`src/rtl/siodc_map.vh`:
```
// address map, field positions and reset values for the system i/o decode block
`ifndef SIODC_MAP_VH
`define SIODC_MAP_VH
`define SIODC_PORT_RTC_INDEX 16'h0070
`define SIODC_PORT_FAST_RESET 16'h0092
`define SIODC_PORT_KBD_DATA 16'h0060
`define SIODC_PORT_KBD_CMD 16'h0064
`define SIODC_CFG_CMD_DELAY 8'h05
`define SIODC_CFG_RTC_SHADOW 8'h96
`define SIODC_CMD_DELAY_RESET 8'h05
`define SIODC_CMD_DELAY_MASK 8'h3f
`define SIODC_NMI_MASK_BIT 7
`define SIODC_FAST_RESET_BIT 0
`define SIODC_DLY_IO_LSB 0
`define SIODC_DLY_M8_LSB 2
`define SIODC_DLY_M16_LSB 4
`define SIODC_CYC_IO 2'h0
`define SIODC_CYC_M8 2'h1
`define SIODC_CYC_M16 2'h2
`define SIODC_IDE_PRI_CMD 16'h01f0
`define SIODC_IDE_PRI_CTL 16'h03f6
`define SIODC_IDE_SEC_CMD 16'h0170
`define SIODC_IDE_SEC_CTL 16'h0376
`define SIODC_IDE_THD_CMD 16'h05f0
`define SIODC_IDE_THD_CTL 16'h07f6
`define SIODC_IDE_FTH_CMD 16'h0570
`define SIODC_IDE_FTH_CTL 16'h0776
`define SIODC_EV_KBD 0
`define SIODC_EV_COM 1
`define SIODC_EV_LPT 2
`define SIODC_EV_FLOPPY 3
`define SIODC_EV_VIDEO 4
`define SIODC_EV_IDE 5
`endif

```
`src/rtl/siodc_top.v`:
```
// system i/o decode, nmi mask, fast reset detect and isa command delay control
// Function
// - nmi equals not mask and any source
// - rtc port bits 6:0 shadowed, read index 96
// - port 92 bit0 rising write resets cpu
// - fast reset detected locally for smi redirect
// - port 92 bits 7:1 ignored
// - primary window 1f0 access starts ide machine
// - primary 1f0-1f7 first cs, 3f6-3f7 second
// - secondary window 170 access starts ide machine
// - secondary 170-177 first cs, 376-377 second
// - legacy peripheral ranges decoded for events
// - two-bit delay code gives 0-3 bus clocks
// - delay fields at bits 1:0, 3:2, 5:4
// - command delay register resets to 05
// - 16-bit memory delay defaults to zero
// - other cycle types default one clock
`timescale 1ns/1ps
`default_nettype none
`include "siodc_map.vh"
module siodc_top #(
  parameter NMI_SRC_W = 4
) (
  input wire mclk,
  input wire rst_b,
  input wire clk_en,
  input wire [15:0] io_addr,
  input wire io_wr,
  input wire io_rd,
  input wire [7:0] io_wdata,
  input wire cfg_wr,
  input wire cfg_rd,
  input wire [7:0] cfg_index,
  input wire [7:0] cfg_wdata,
  output reg [7:0] cfg_rdata,
  output reg cfg_hit,
  input wire [NMI_SRC_W-1:0] nmi_src,
  output reg cpu_nmi,
  input wire smi_redirect_en,
  output reg cpu_reset_req,
  output reg fast_reset_smi,
  input wire [1:0] ide_window_en,
  input wire [1:0] ide_window_sel,
  output reg ide_chip_select_first_b,
  output reg ide_chip_select_second_b,
  output reg ide_xfer_start,
  output reg [5:0] legacy_event,
  input wire bclk,
  input wire ale_b,
  input wire isa_cycle_go,
  input wire [1:0] isa_cycle_type,
  output reg isa_cmd_active
);
  reg [6:0] rtc_shadow;
  reg nmi_mask;
  reg fast_reset_bit;
  reg [7:0] cmd_delay;
  reg bclk_q;
  reg ale_q;
  reg [1:0] dly_cnt;
  reg dly_run;
  reg [1:0] next_dly;
  wire bclk_s;
  wire ale_s;
  wire nmi_s;
  wire io_acc;
  wire [15:0] ide_cmd_base;
  wire [15:0] ide_ctl_base;
  wire ide_on;
  wire in_cmd;
  wire in_ctl;
  wire bclk_rise;
  wire ale_fall;
  wire [5:0] ev_hit;

  siodc_sync u_sync_bclk (
    .mclk(mclk),
    .rst_b(rst_b),
    .clk_en(clk_en),
    .din(bclk),
    .dout(bclk_s)
  );

  siodc_sync u_sync_ale (
    .mclk(mclk),
    .rst_b(rst_b),
    .clk_en(clk_en),
    .din(ale_b),
    .dout(ale_s)
  );

  // nmi sources come from pins; synchronise their or as one level
  siodc_sync u_sync_nmi (
    .mclk(mclk),
    .rst_b(rst_b),
    .clk_en(clk_en),
    .din(|nmi_src),
    .dout(nmi_s)
  );

  assign io_acc = io_wr | io_rd;

  // window base: 0 primary, 1 secondary, 2 third, 3 fourth
  assign ide_cmd_base = (ide_window_sel == 2'h0) ? `SIODC_IDE_PRI_CMD :
                        (ide_window_sel == 2'h1) ? `SIODC_IDE_SEC_CMD :
                        (ide_window_sel == 2'h2) ? `SIODC_IDE_THD_CMD :
                        `SIODC_IDE_FTH_CMD;
  assign ide_ctl_base = (ide_window_sel == 2'h0) ? `SIODC_IDE_PRI_CTL :
                        (ide_window_sel == 2'h1) ? `SIODC_IDE_SEC_CTL :
                        (ide_window_sel == 2'h2) ? `SIODC_IDE_THD_CTL :
                        `SIODC_IDE_FTH_CTL;
  // primary window uses enable bit 0, all others bit 1
  assign ide_on = (ide_window_sel == 2'h0) ? ide_window_en[0] : ide_window_en[1];
  assign in_cmd = ide_on && (io_addr[15:3] == ide_cmd_base[15:3]);
  assign in_ctl = ide_on && (io_addr[15:1] == ide_ctl_base[15:1]);

  assign ev_hit[`SIODC_EV_KBD] = (io_addr == `SIODC_PORT_KBD_DATA) ||
                                 (io_addr == `SIODC_PORT_KBD_CMD);
  assign ev_hit[`SIODC_EV_COM] = (io_addr[15:3] == 13'h007f) ||
                                 (io_addr[15:3] == 13'h005f) ||
                                 (io_addr[15:3] == 13'h007d) ||
                                 (io_addr[15:3] == 13'h005d);
  assign ev_hit[`SIODC_EV_LPT] = (io_addr[15:3] == 13'h006f) ||
                                 (io_addr[15:3] == 13'h004f) ||
                                 ((io_addr >= 16'h03bc) && (io_addr <= 16'h03be));
  assign ev_hit[`SIODC_EV_FLOPPY] = ((io_addr >= 16'h03f0) && (io_addr <= 16'h03f5)) ||
                                    ((io_addr >= 16'h0370) && (io_addr <= 16'h0375));
  assign ev_hit[`SIODC_EV_VIDEO] = ((io_addr >= 16'h03b0) && (io_addr <= 16'h03bb)) ||
                                   (io_addr[15:5] == 11'h01e);
  assign ev_hit[`SIODC_EV_IDE] = (io_addr[15:3] == 13'h003e) ||
                                 (io_addr[15:3] == 13'h002e) ||
                                 (io_addr[15:1] == 15'h01fb) ||
                                 (io_addr[15:1] == 15'h01bb);

  // port writes and nmi gating
  always @(posedge mclk or negedge rst_b) begin
    if (!rst_b) begin
      rtc_shadow <= 7'h00;
      nmi_mask <= 1'b0;
      fast_reset_bit <= 1'b0;
      cpu_nmi <= 1'b0;
      cpu_reset_req <= 1'b0;
      fast_reset_smi <= 1'b0;
    end else if (clk_en) begin
      cpu_reset_req <= 1'b0;
      fast_reset_smi <= 1'b0;
      if (io_wr && (io_addr == `SIODC_PORT_RTC_INDEX)) begin
        rtc_shadow <= io_wdata[6:0];
        nmi_mask <= io_wdata[`SIODC_NMI_MASK_BIT];
      end
      if (io_wr && (io_addr == `SIODC_PORT_FAST_RESET)) begin
        fast_reset_bit <= io_wdata[`SIODC_FAST_RESET_BIT];
        if (!fast_reset_bit && io_wdata[`SIODC_FAST_RESET_BIT]) begin
          if (smi_redirect_en) begin
            fast_reset_smi <= 1'b1;
          end else begin
            cpu_reset_req <= 1'b1;
          end
        end
      end
      cpu_nmi <= ~nmi_mask & nmi_s;
    end
  end

  // chip selects, transfer start and event pulses
  always @(posedge mclk or negedge rst_b) begin
    if (!rst_b) begin
      ide_chip_select_first_b <= 1'b1;
      ide_chip_select_second_b <= 1'b1;
      ide_xfer_start <= 1'b0;
      legacy_event <= 6'h00;
    end else if (clk_en) begin
      ide_chip_select_first_b <= ~(io_acc && in_cmd);
      ide_chip_select_second_b <= ~(io_acc && in_ctl);
      ide_xfer_start <= io_acc && ide_on && (io_addr == ide_cmd_base);
      legacy_event <= io_acc ? ev_hit : 6'h00;
    end
  end

  // configuration register access
  always @(posedge mclk or negedge rst_b) begin
    if (!rst_b) begin
      cmd_delay <= `SIODC_CMD_DELAY_RESET;
      cfg_rdata <= 8'h00;
      cfg_hit <= 1'b0;
    end else if (clk_en) begin
      if (cfg_wr && (cfg_index == `SIODC_CFG_CMD_DELAY)) begin
        cmd_delay <= cfg_wdata & `SIODC_CMD_DELAY_MASK;
      end
      cfg_hit <= (cfg_rd || cfg_wr) && ((cfg_index == `SIODC_CFG_CMD_DELAY) ||
                 (cfg_index == `SIODC_CFG_RTC_SHADOW));
      if (cfg_rd && (cfg_index == `SIODC_CFG_CMD_DELAY)) begin
        cfg_rdata <= cmd_delay;
      end else if (cfg_rd && (cfg_index == `SIODC_CFG_RTC_SHADOW)) begin
        cfg_rdata <= {1'b0, rtc_shadow};
      end else begin
        cfg_rdata <= 8'h00;
      end
    end
  end

  always @* begin
    case (isa_cycle_type)
      `SIODC_CYC_IO: next_dly = cmd_delay[`SIODC_DLY_IO_LSB +: 2];
      `SIODC_CYC_M8: next_dly = cmd_delay[`SIODC_DLY_M8_LSB +: 2];
      `SIODC_CYC_M16: next_dly = cmd_delay[`SIODC_DLY_M16_LSB +: 2];
      default: next_dly = cmd_delay[`SIODC_DLY_IO_LSB +: 2];
    endcase
  end

  assign bclk_rise = bclk_s & ~bclk_q;
  assign ale_fall = ale_q & ~ale_s;

  // command delay sequencer; delay counted in synchronised bus clocks
  always @(posedge mclk or negedge rst_b) begin
    if (!rst_b) begin
      bclk_q <= 1'b0;
      // matches the synchroniser's reset level so no false ale fall follows reset
      ale_q <= 1'b0;
      dly_cnt <= 2'h0;
      dly_run <= 1'b0;
      isa_cmd_active <= 1'b0;
    end else if (clk_en) begin
      bclk_q <= bclk_s;
      ale_q <= ale_s;
      if (!isa_cycle_go) begin
        dly_run <= 1'b0;
        isa_cmd_active <= 1'b0;
      end else if (ale_fall && !isa_cmd_active) begin
        // zero code asserts at ale fall
        if (next_dly == 2'h0) begin
          isa_cmd_active <= 1'b1;
        end else begin
          dly_run <= 1'b1;
          dly_cnt <= next_dly;
        end
      end else if (dly_run && bclk_rise) begin
        if (dly_cnt == 2'h1) begin
          dly_run <= 1'b0;
          isa_cmd_active <= 1'b1;
        end
        dly_cnt <= dly_cnt - 2'h1;
      end
    end
  end
endmodule
`default_nettype wire

```
`src/rtl/siodc_sync.v`:
```
// three-stage input synchroniser; output changes when stages two and three agree
`timescale 1ns/1ps
`default_nettype none
module siodc_sync (
  input wire mclk,
  input wire rst_b,
  input wire clk_en,
  input wire din,
  output reg dout
);
  reg s1;
  reg s2;
  reg s3;
  always @(posedge mclk or negedge rst_b) begin
    if (!rst_b) begin
      s1 <= 1'b0;
      s2 <= 1'b0;
      s3 <= 1'b0;
      dout <= 1'b0;
    end else if (clk_en) begin
      s1 <= din;
      s2 <= s1;
      s3 <= s2;
      if (s2 == s3) begin
        dout <= s3;
      end
    end
  end
endmodule
`default_nettype wire

```
`config.mk`:
```
export PLATFORM = sky130hd
export DESIGN_NAME = siodc_top
export DESIGN_NICKNAME = d
export VERILOG_FILES = /design/src/rtl/siodc_top.v /design/src/rtl/siodc_sync.v
export VERILOG_INCLUDE_DIRS = /design/src /design/src/rtl
export SDC_FILE = /design/constraint.sdc
export NUM_CORES = 1
export LEC_CHECK = 0
export CORE_MARGIN = 2
export CORE_UTILIZATION = 60
export CTS_BUF_LIST = sky130_fd_sc_hd__clkbuf_16
export DETAILED_ROUTE_END_ITERATION = 10
export DONT_BUFFER_PORTS = 1
export MAX_ROUTING_LAYER = met4
export PLACE_DENSITY_LB_ADDON = 0.15
export SLEW_MARGIN = 10
export SYNTH_ARGS = -nofsm -noshare
export SYNTH_HDL_FRONTEND = slang
export SYNTH_SLANG_ARGS = --single-unit
```
`constraint.sdc`:
```
create_clock -name mclk -period 3.8 [get_ports mclk]
set_input_delay 0.76 -clock mclk [delete_from_list [all_inputs] [get_ports mclk]]
set_output_delay 0.76 -clock mclk [all_outputs]
set_load 0.02 [all_outputs]
```
Yosys cells after proc, flatten, opt, wreduce, memory -nomap -nowiden
Index checks and enable logic that the tools add are counted.
- bits in registers: 54
- input port bits: 61
- logic and storage cells: 158
- add/sub/neg operators: 1
- magnitude comparators: 8
- equality and inequality tests: 33
- mux-type cells: 30
- bitwise operators: 9
- reduce and logical (&&, ||, !) cells: 47
- operators by type and width (operator ; number):
    $eq A13 B7 Y1 const B ; 6
    $ge A16 B10 Y1 const B ; 4
    $le A16 B10 Y1 const B ; 4
    $eq A16 B7 Y1 const B ; 3
    $mux W11 ; 4
    $eq A15 B9 Y1 const B ; 2
    $eq A13 B6 Y1 const B ; 2
    $logic_and A1 B1 Y1 ; 19
    $mux W1 ; 17
    $eq A16 B11 Y1 ; 1
    $eq A16 B8 Y1 const B ; 1
    $mux W8 ; 2
    $eq A15 B10 Y1 ; 1
    $mux W7 ; 2
    $eq A13 B8 Y1 ; 1
    $logic_or A1 B1 Y1 ; 13
    $reduce_and A2 Y1 ; 6
    $reduce_and A4 Y1 ; 3
    $eq A11 B5 Y1 const B ; 1
    $eq A8 B3 Y1 const B ; 1
    $eq A8 B8 Y1 const B ; 1
    $eq A2 B1 Y1 const B ; 3
    $mux W2 ; 3
    $mux W6 ; 1
    15 further kinds ; 27

Logic depth before layout (Yosys ltp)
- word-level depth: 8
- gate-level depth with buffers: 6

By module
Synthesis repeated with hierarchy kept, for this count alone.
- cells, all modules: 222
- area, all modules: 2612.5 um^2
- by module, submodules not included (module ; times used ; cells an instance ; area an instance (um^2) ; seq. area each (um^2)):
    siodc_top ; 1 ; 192 ; 2143.3 ; 1031.0
    siodc_sync ; 3 ; 10 ; 156.4 ; 100.1

Worst setup path before layout
OpenSTA, ideal clock, no wires.
- path kind: input -> register
- start: in io_addr[14]
- end: reg legacy_event[2]
- setup time: 0.090 ns
- arrival time: 2.245 ns
- required time: 3.710 ns
- slack: 1.465 ns
- stages: 4
- buffers on the path: 0
- path through: or4_4 -> or4b_4 -> a2111o_1 -> o221ai_1
- cells in the longest elaborated chain, start to end: 4
- elaborated cells on any way between the ends: 8
- those cells by class: 2 x order compare; 2 x eq/ne; 1 x mux; 3 x reduce/logical
- ends and longest elaborated chain (what ; RTL line ; RTL):
    start: declaration ; siodc_top.v:27 ; input wire [15:0] io_addr,
    $ge A16 B10 Y1 (tied with other cells) ; siodc_top.v:125 ; ((io_addr >= 16'h03bc) && (io_addr <= 16'h03be));
    $logic_and A1 B1 Y1 / $logic_or A1 B1 Y1 (equally long branches) ; siodc_top.v:125, siodc_top.v:123 ;
    $logic_or A1 B1 Y1 * ; siodc_top.v:124 ; (io_addr[15:3] == 13'h004f) ||
    $mux W6 * ; siodc_top.v:176 ; legacy_event <= io_acc ? ev_hit : 6'h00;
    end signal: assignment ; siodc_top.v:176 ;
    end: declaration ; siodc_top.v:47 ; output reg [5:0] legacy_event,
Every way passes the cells marked *; elsewhere a longest branch is shown, timed or not.
A chain may end at the register's enable or synchronous reset.

Worst setup path after layout
- start: in io_addr[3]
- end: reg rtc_shadow[2]
- cells in the longest elaborated chain, start to end: 3
- ends and longest elaborated chain (what ; RTL line ; RTL):
    $eq A16 B7 Y1 (no source line) ; - ;
    $logic_and A1 B1 Y1 ; siodc_top.v:147 ; if (io_wr && (io_addr == `SIODC_PORT_RTC_INDEX)) begin
    $reduce_and A2 Y1 (no source line) ; - ;
    end signal: assignment ; siodc_top.v:148 ; rtc_shadow <= io_wdata[6:0];
    end: declaration ; siodc_top.v:54 ; reg [6:0] rtc_shadow;
No other way between the ends.

==> impl_metrics.xml <==
<?xml version="1.0" encoding="UTF-8"?>
<metrics>
  <group name="logic_synthesis">
    <metric name="yosysWarnings" unit="">0</metric>
    <metric name="synth_compound_gate_area_share" unit="">0.151</metric>
    <metric name="synth-xor-area-share" unit="">0.00687</metric>
    <metric name="fraction_of_registers_with_async_set_reset" unit="">1.00</metric>
    <metric name="synth_area_per_cell" unit="µm²">11.0</metric>
    <metric name="yosys_most_used_dff" unit="">dfrtp_1</metric>
    <metric name="synth.area.mux_share" unit="">0.101</metric>
    <metric name="synth_top_family_by_area" unit="">simple AND/OR/NAND/NOR gates</metric>
    <metric name="synth_adder_area_share" unit="">0.0147</metric>
    <metric name="netlist_area" unit="mm²">0.00255</metric>
    <metric name="synth.ff_latch_count" unit="">53</metric>
    <metric name="distinct_cell_type_count_after_synthesis" unit="">52</metric>
    <metric name="synth_fp_nets" unit="">295</metric>
    <metric name="share_of_synthesized_area_occupied_by_flip_flops_and_latches" unit="">0.522</metric>
    <metric name="yosys.area_share.simple" unit="">0.162</metric>
    <metric name="synth-edff-count" unit="">0</metric>
    <metric name="syn_inst" unit="">231</metric>
  </group>
  <group name="power">
    <metric name="power_density" unit="mW/mm²">473</metric>
    <metric name="ir_worst_vdd" unit="V">0.000348</metric>
    <metric name="p_leak" unit="nW">1.16</metric>
    <metric name="p_total" unit="mW">1.30</metric>
  </group>
  <group name="clock_network">
    <metric name="cts_htree_levels" unit="">2</metric>
    <metric name="cts.path.max_buffers" unit="">2</metric>
    <metric name="cts_num_sinks" unit="">53</metric>
    <metric name="clk-insertion-delay-late" unit="ps">280</metric>
    <metric name="postCtsSetupRepairBufs" unit="">0</metric>
    <metric name="ctsHoldBuffers" unit="">0</metric>
    <metric name="cts_inserted_buffers" unit="">5</metric>
    <metric name="clock_tree.root_cell" unit="">clkbuf_16</metric>
    <metric name="tritoncts" unit="">yes</metric>
    <metric name="clk_pin_slew" unit="ps">60</metric>
    <metric name="cts_resized" unit="">0</metric>
  </group>
  <group name="floorplan">
    <metric name="starting_density_of_the_core" unit="">0.628</metric>
    <metric name="placement_rows" unit="">23</metric>
    <metric name="chipHeight" unit="µm">69.2</metric>
    <metric name="placeableCoreArea" unit="mm²">0.00406</metric>
    <metric name="io_pins" unit="">83</metric>
    <metric name="floorplan.die.width" unit="µm">69.2</metric>
    <metric name="design.die.area" unit="mm²">0.00479</metric>
  </group>
  <group name="timing">
    <metric name="timing.hold.ws" unit="ps">169</metric>
    <metric name="worst_slew_margin" unit="">0.496</metric>
    <metric name="setup_total_negative_slack" unit="ps">0</metric>
    <metric name="fin_crit_sh" unit="">0.632</metric>
    <metric name="timing.final.crit_period" unit="ps">2400</metric>
    <metric name="maxClockFrequency" unit="GHz">0.417</metric>
    <metric name="worst_pin_slew" unit="ps">752</metric>
    <metric name="fin_skew" unit="ps">4.15</metric>
    <metric name="hold_viol" unit="">0</metric>
    <metric name="report.final.slew_viol_count" unit="">0</metric>
    <metric name="rsz0062_at_grt" unit="">false</metric>
    <metric name="setup_ws" unit="ps">1400</metric>
    <metric name="setup_viol" unit="">0</metric>
  </group>
  <group name="setup_path">
    <metric name="worst_ep_arrival_time" unit="ps">2570</metric>
    <metric name="startpoint_of_the_worst_slack_reg_to_reg_timing_path" unit="">isa_cmd_active$_DFFE_PN0P_</metric>
    <metric name="timing.critical_path.from" unit="">io_addr[3]</metric>
    <metric name="cp-endpoint" unit="">rtc_shadow[2]$_DFFE_PN0P_</metric>
    <metric name="worst-r2r-cell-count" unit="">4</metric>
    <metric name="regToRegEndpoint" unit="">isa_cmd_active$_DFFE_PN0P_</metric>
    <metric name="critPathSlowestCell" unit="">nor3_2</metric>
    <metric name="worstSetupPathDepth" unit="">4</metric>
    <metric name="path_cells" unit="">nor4b_1 &gt; nand4_1 &gt; nor3_2 &gt; mux2_2</metric>
    <metric name="timing_worst_setup_path_type" unit="">primary input to flop</metric>
    <metric name="crit_required" unit="ps">3970</metric>
    <metric name="critPathTopFamily" unit="">simple AND/OR/NAND/NOR gates</metric>
    <metric name="setup.worst_path.start_class" unit="">primary input</metric>
    <metric name="reg2reg_slack" unit="ps">1920</metric>
    <metric name="worstPathMaxFanout" unit="">8</metric>
    <metric name="critical_path.max_stage_delay" unit="ps">690</metric>
    <metric name="number_of_buffer_and_inverter_stages_on_the_critical_path" unit="">0</metric>
    <metric name="end_kind" unit="">flop</metric>
  </group>
  <group name="placement">
    <metric name="place_hpwl" unit="µm">4230</metric>
    <metric name="finalWeightedCongestion" unit="">0.895</metric>
    <metric name="io_buffer_count" unit="">0</metric>
    <metric name="dp_worst_setup_slack" unit="ps">1090</metric>
  </group>
  <group name="detailed_routing">
    <metric name="final_antenna_net_count" unit="">0</metric>
    <metric name="routedWlPerCell" unit="µm">19.8</metric>
    <metric name="dr_total_vias" unit="">1857</metric>
    <metric name="detail_route.iter0.violations" unit="">140</metric>
    <metric name="firstDrtPassIters" unit="">4</metric>
    <metric name="viasPerCell" unit="">6.56</metric>
    <metric name="drc_errors" unit="">0</metric>
    <metric name="drt-total-wl" unit="µm">5590</metric>
  </group>
  <group name="global_routing">
    <metric name="first_global_vias" unit="">1891</metric>
    <metric name="grt_antenna_before_repair" unit="">0</metric>
    <metric name="total_global_routing_track_utilization" unit="">0.249</metric>
    <metric name="globalRouteOverflowTotal" unit="">0</metric>
    <metric name="grt_max_degree" unit="">54</metric>
    <metric name="grt_pass1_wl" unit="µm">9210</metric>
  </group>
  <group name="layout">
    <metric name="synthesis_to_finish_area_growth" unit="%">7.81</metric>
    <metric name="diodes_inserted" unit="">0</metric>
    <metric name="mostFrequentLayoutCells" unit="">dfrtp_1 (49), mux2_2 (22), inv_1 (21), o21ai_0 (19), nand2_1 (14)</metric>
    <metric name="post_route_cells_drive_above_1_share" unit="">0.176</metric>
    <metric name="final_common_cell" unit="">dfrtp_1</metric>
    <metric name="fin_nets" unit="">296</metric>
  </group>
  <group name="hold_path">
    <metric name="timing.hold.worst.class" unit="">primary input to async pin</metric>
  </group>
  <group name="flow_run">
    <metric name="number_of_violations_of_the_max_capacitance_limit" unit="">0</metric>
  </group>
  <group name="status">
    <metric name="result_of_the_run" unit="">finished, final reports clean</metric>
  </group>
</metrics>
==> worst register-to-register path, stage by stage (launching register included) <==
cell	delay, ps
dfrtp_1	490
or3b_2	530
nor3_1	450
o21ai_0	160
o221a_2	140
==> cells in the mapped netlist (2+ instances only) <==
master / instances / share of area
clkbuf_1: 3 / 0.0044
or4b_1: 2 / 0.0079
nor3_1: 4 / 0.0079
o21ai_0: 19 / 0.037
buf_1: 2 / 0.0029
inv_1: 20 / 0.029
dfstp_2: 4 / 0.041
mux2_2: 22 / 0.097
nor4b_1: 2 / 0.0069
nor2b_1: 4 / 0.0098
o21bai_1: 2 / 0.0059
nand3b_1: 3 / 0.0088
a32o_1: 2 / 0.0079
nor4_2: 2 / 0.0098
ha_1: 3 / 0.015
dfrtp_1: 49 / 0.48
nor4_1: 4 / 0.0098
nand3_1: 6 / 0.012
o2bb2ai_1: 6 / 0.021
or4b_2: 2 / 0.0079
a22oi_1: 6 / 0.018
nor2_1: 13 / 0.019
o221ai_1: 2 / 0.0069
a221oi_1: 2 / 0.0069
a21oi_1: 5 / 0.0098
nand4b_1: 3 / 0.010
nand2_1: 14 / 0.021
==> registers in the layout, indices dropped and copies added (netlist names), 2 cells and up <==
register	count
legacy_event	6
dly_cnt	2
rtc_shadow	7
cmd_delay	6
cfg_rdata	7
==> worst min-delay path by stage <==
stage / start / to / slack (ps) / cells past startpoint
detailed placement: rst_b / legacy_event[2]$_DFFE_PN0P_ / 470 / 0
CTS: rst_b / u_sync_ale.s3$_DFFE_PN0P_ / 160 / 0
global placement: rst_b / legacy_event[2]$_DFFE_PN0P_ / 470 / 0
finish: rst_b / dly_run$_DFFE_PN0P_ / 170 / 0
floorplan: rst_b / ale_q$_DFFE_PN0P_ / 460 / 0
global route: rst_b / legacy_event[1]$_DFFE_PN0P_ / 150 / 0
==> cell families after synthesis <==
kind of cell | Yosys count
and+or+nand+nor | 68
AOI/OAI and AO/OA | 55
DFF | 53
buffers and inverters | 26
muxes | 23
adders and majority gates | 3
xor gates and xnor gates | 2
other | 1
==> routing by layer <==
layer	track usage	vias up	wire [µm]
met1	0.283	916	2190
met4	0.0784	0	77
met3	0.0712	8	412
met2	0.426	73	2920
li1	-	860	-
met5	-	-	0
==> power breakdown <==
part           switching (mW)  internal [mW]  total, mW
Sequential             0.0521          0.618      0.670
Combinational          0.0683         0.0734      0.142
Clock                   0.183          0.306      0.489
Total                   0.303          0.997       1.30
==> per-stage QoR <==
stage | cell area [µm²] | cells | utilization
final | 2750 | 283 | 0.677
after global routing | 2750 | 283 | 0.677
after CTS | 2750 | 283 | 0.677
after detailed placement | 2580 | 275 | 0.637
after global placement | 2580 | 275 | 0.637
after floorplan | 2550 | 231 | -
==> cell type report <==
type,instances,area (µm²)
Tap cell,50,62.6
Clock inverter,3,37.5
Inverter,20,75.1
Sequential cell,53,1330
Clock buffer,5,125
Multi-Input combinational cell,152,1120
Fill cell,301,1310
(Power assumes the default switching activity.)
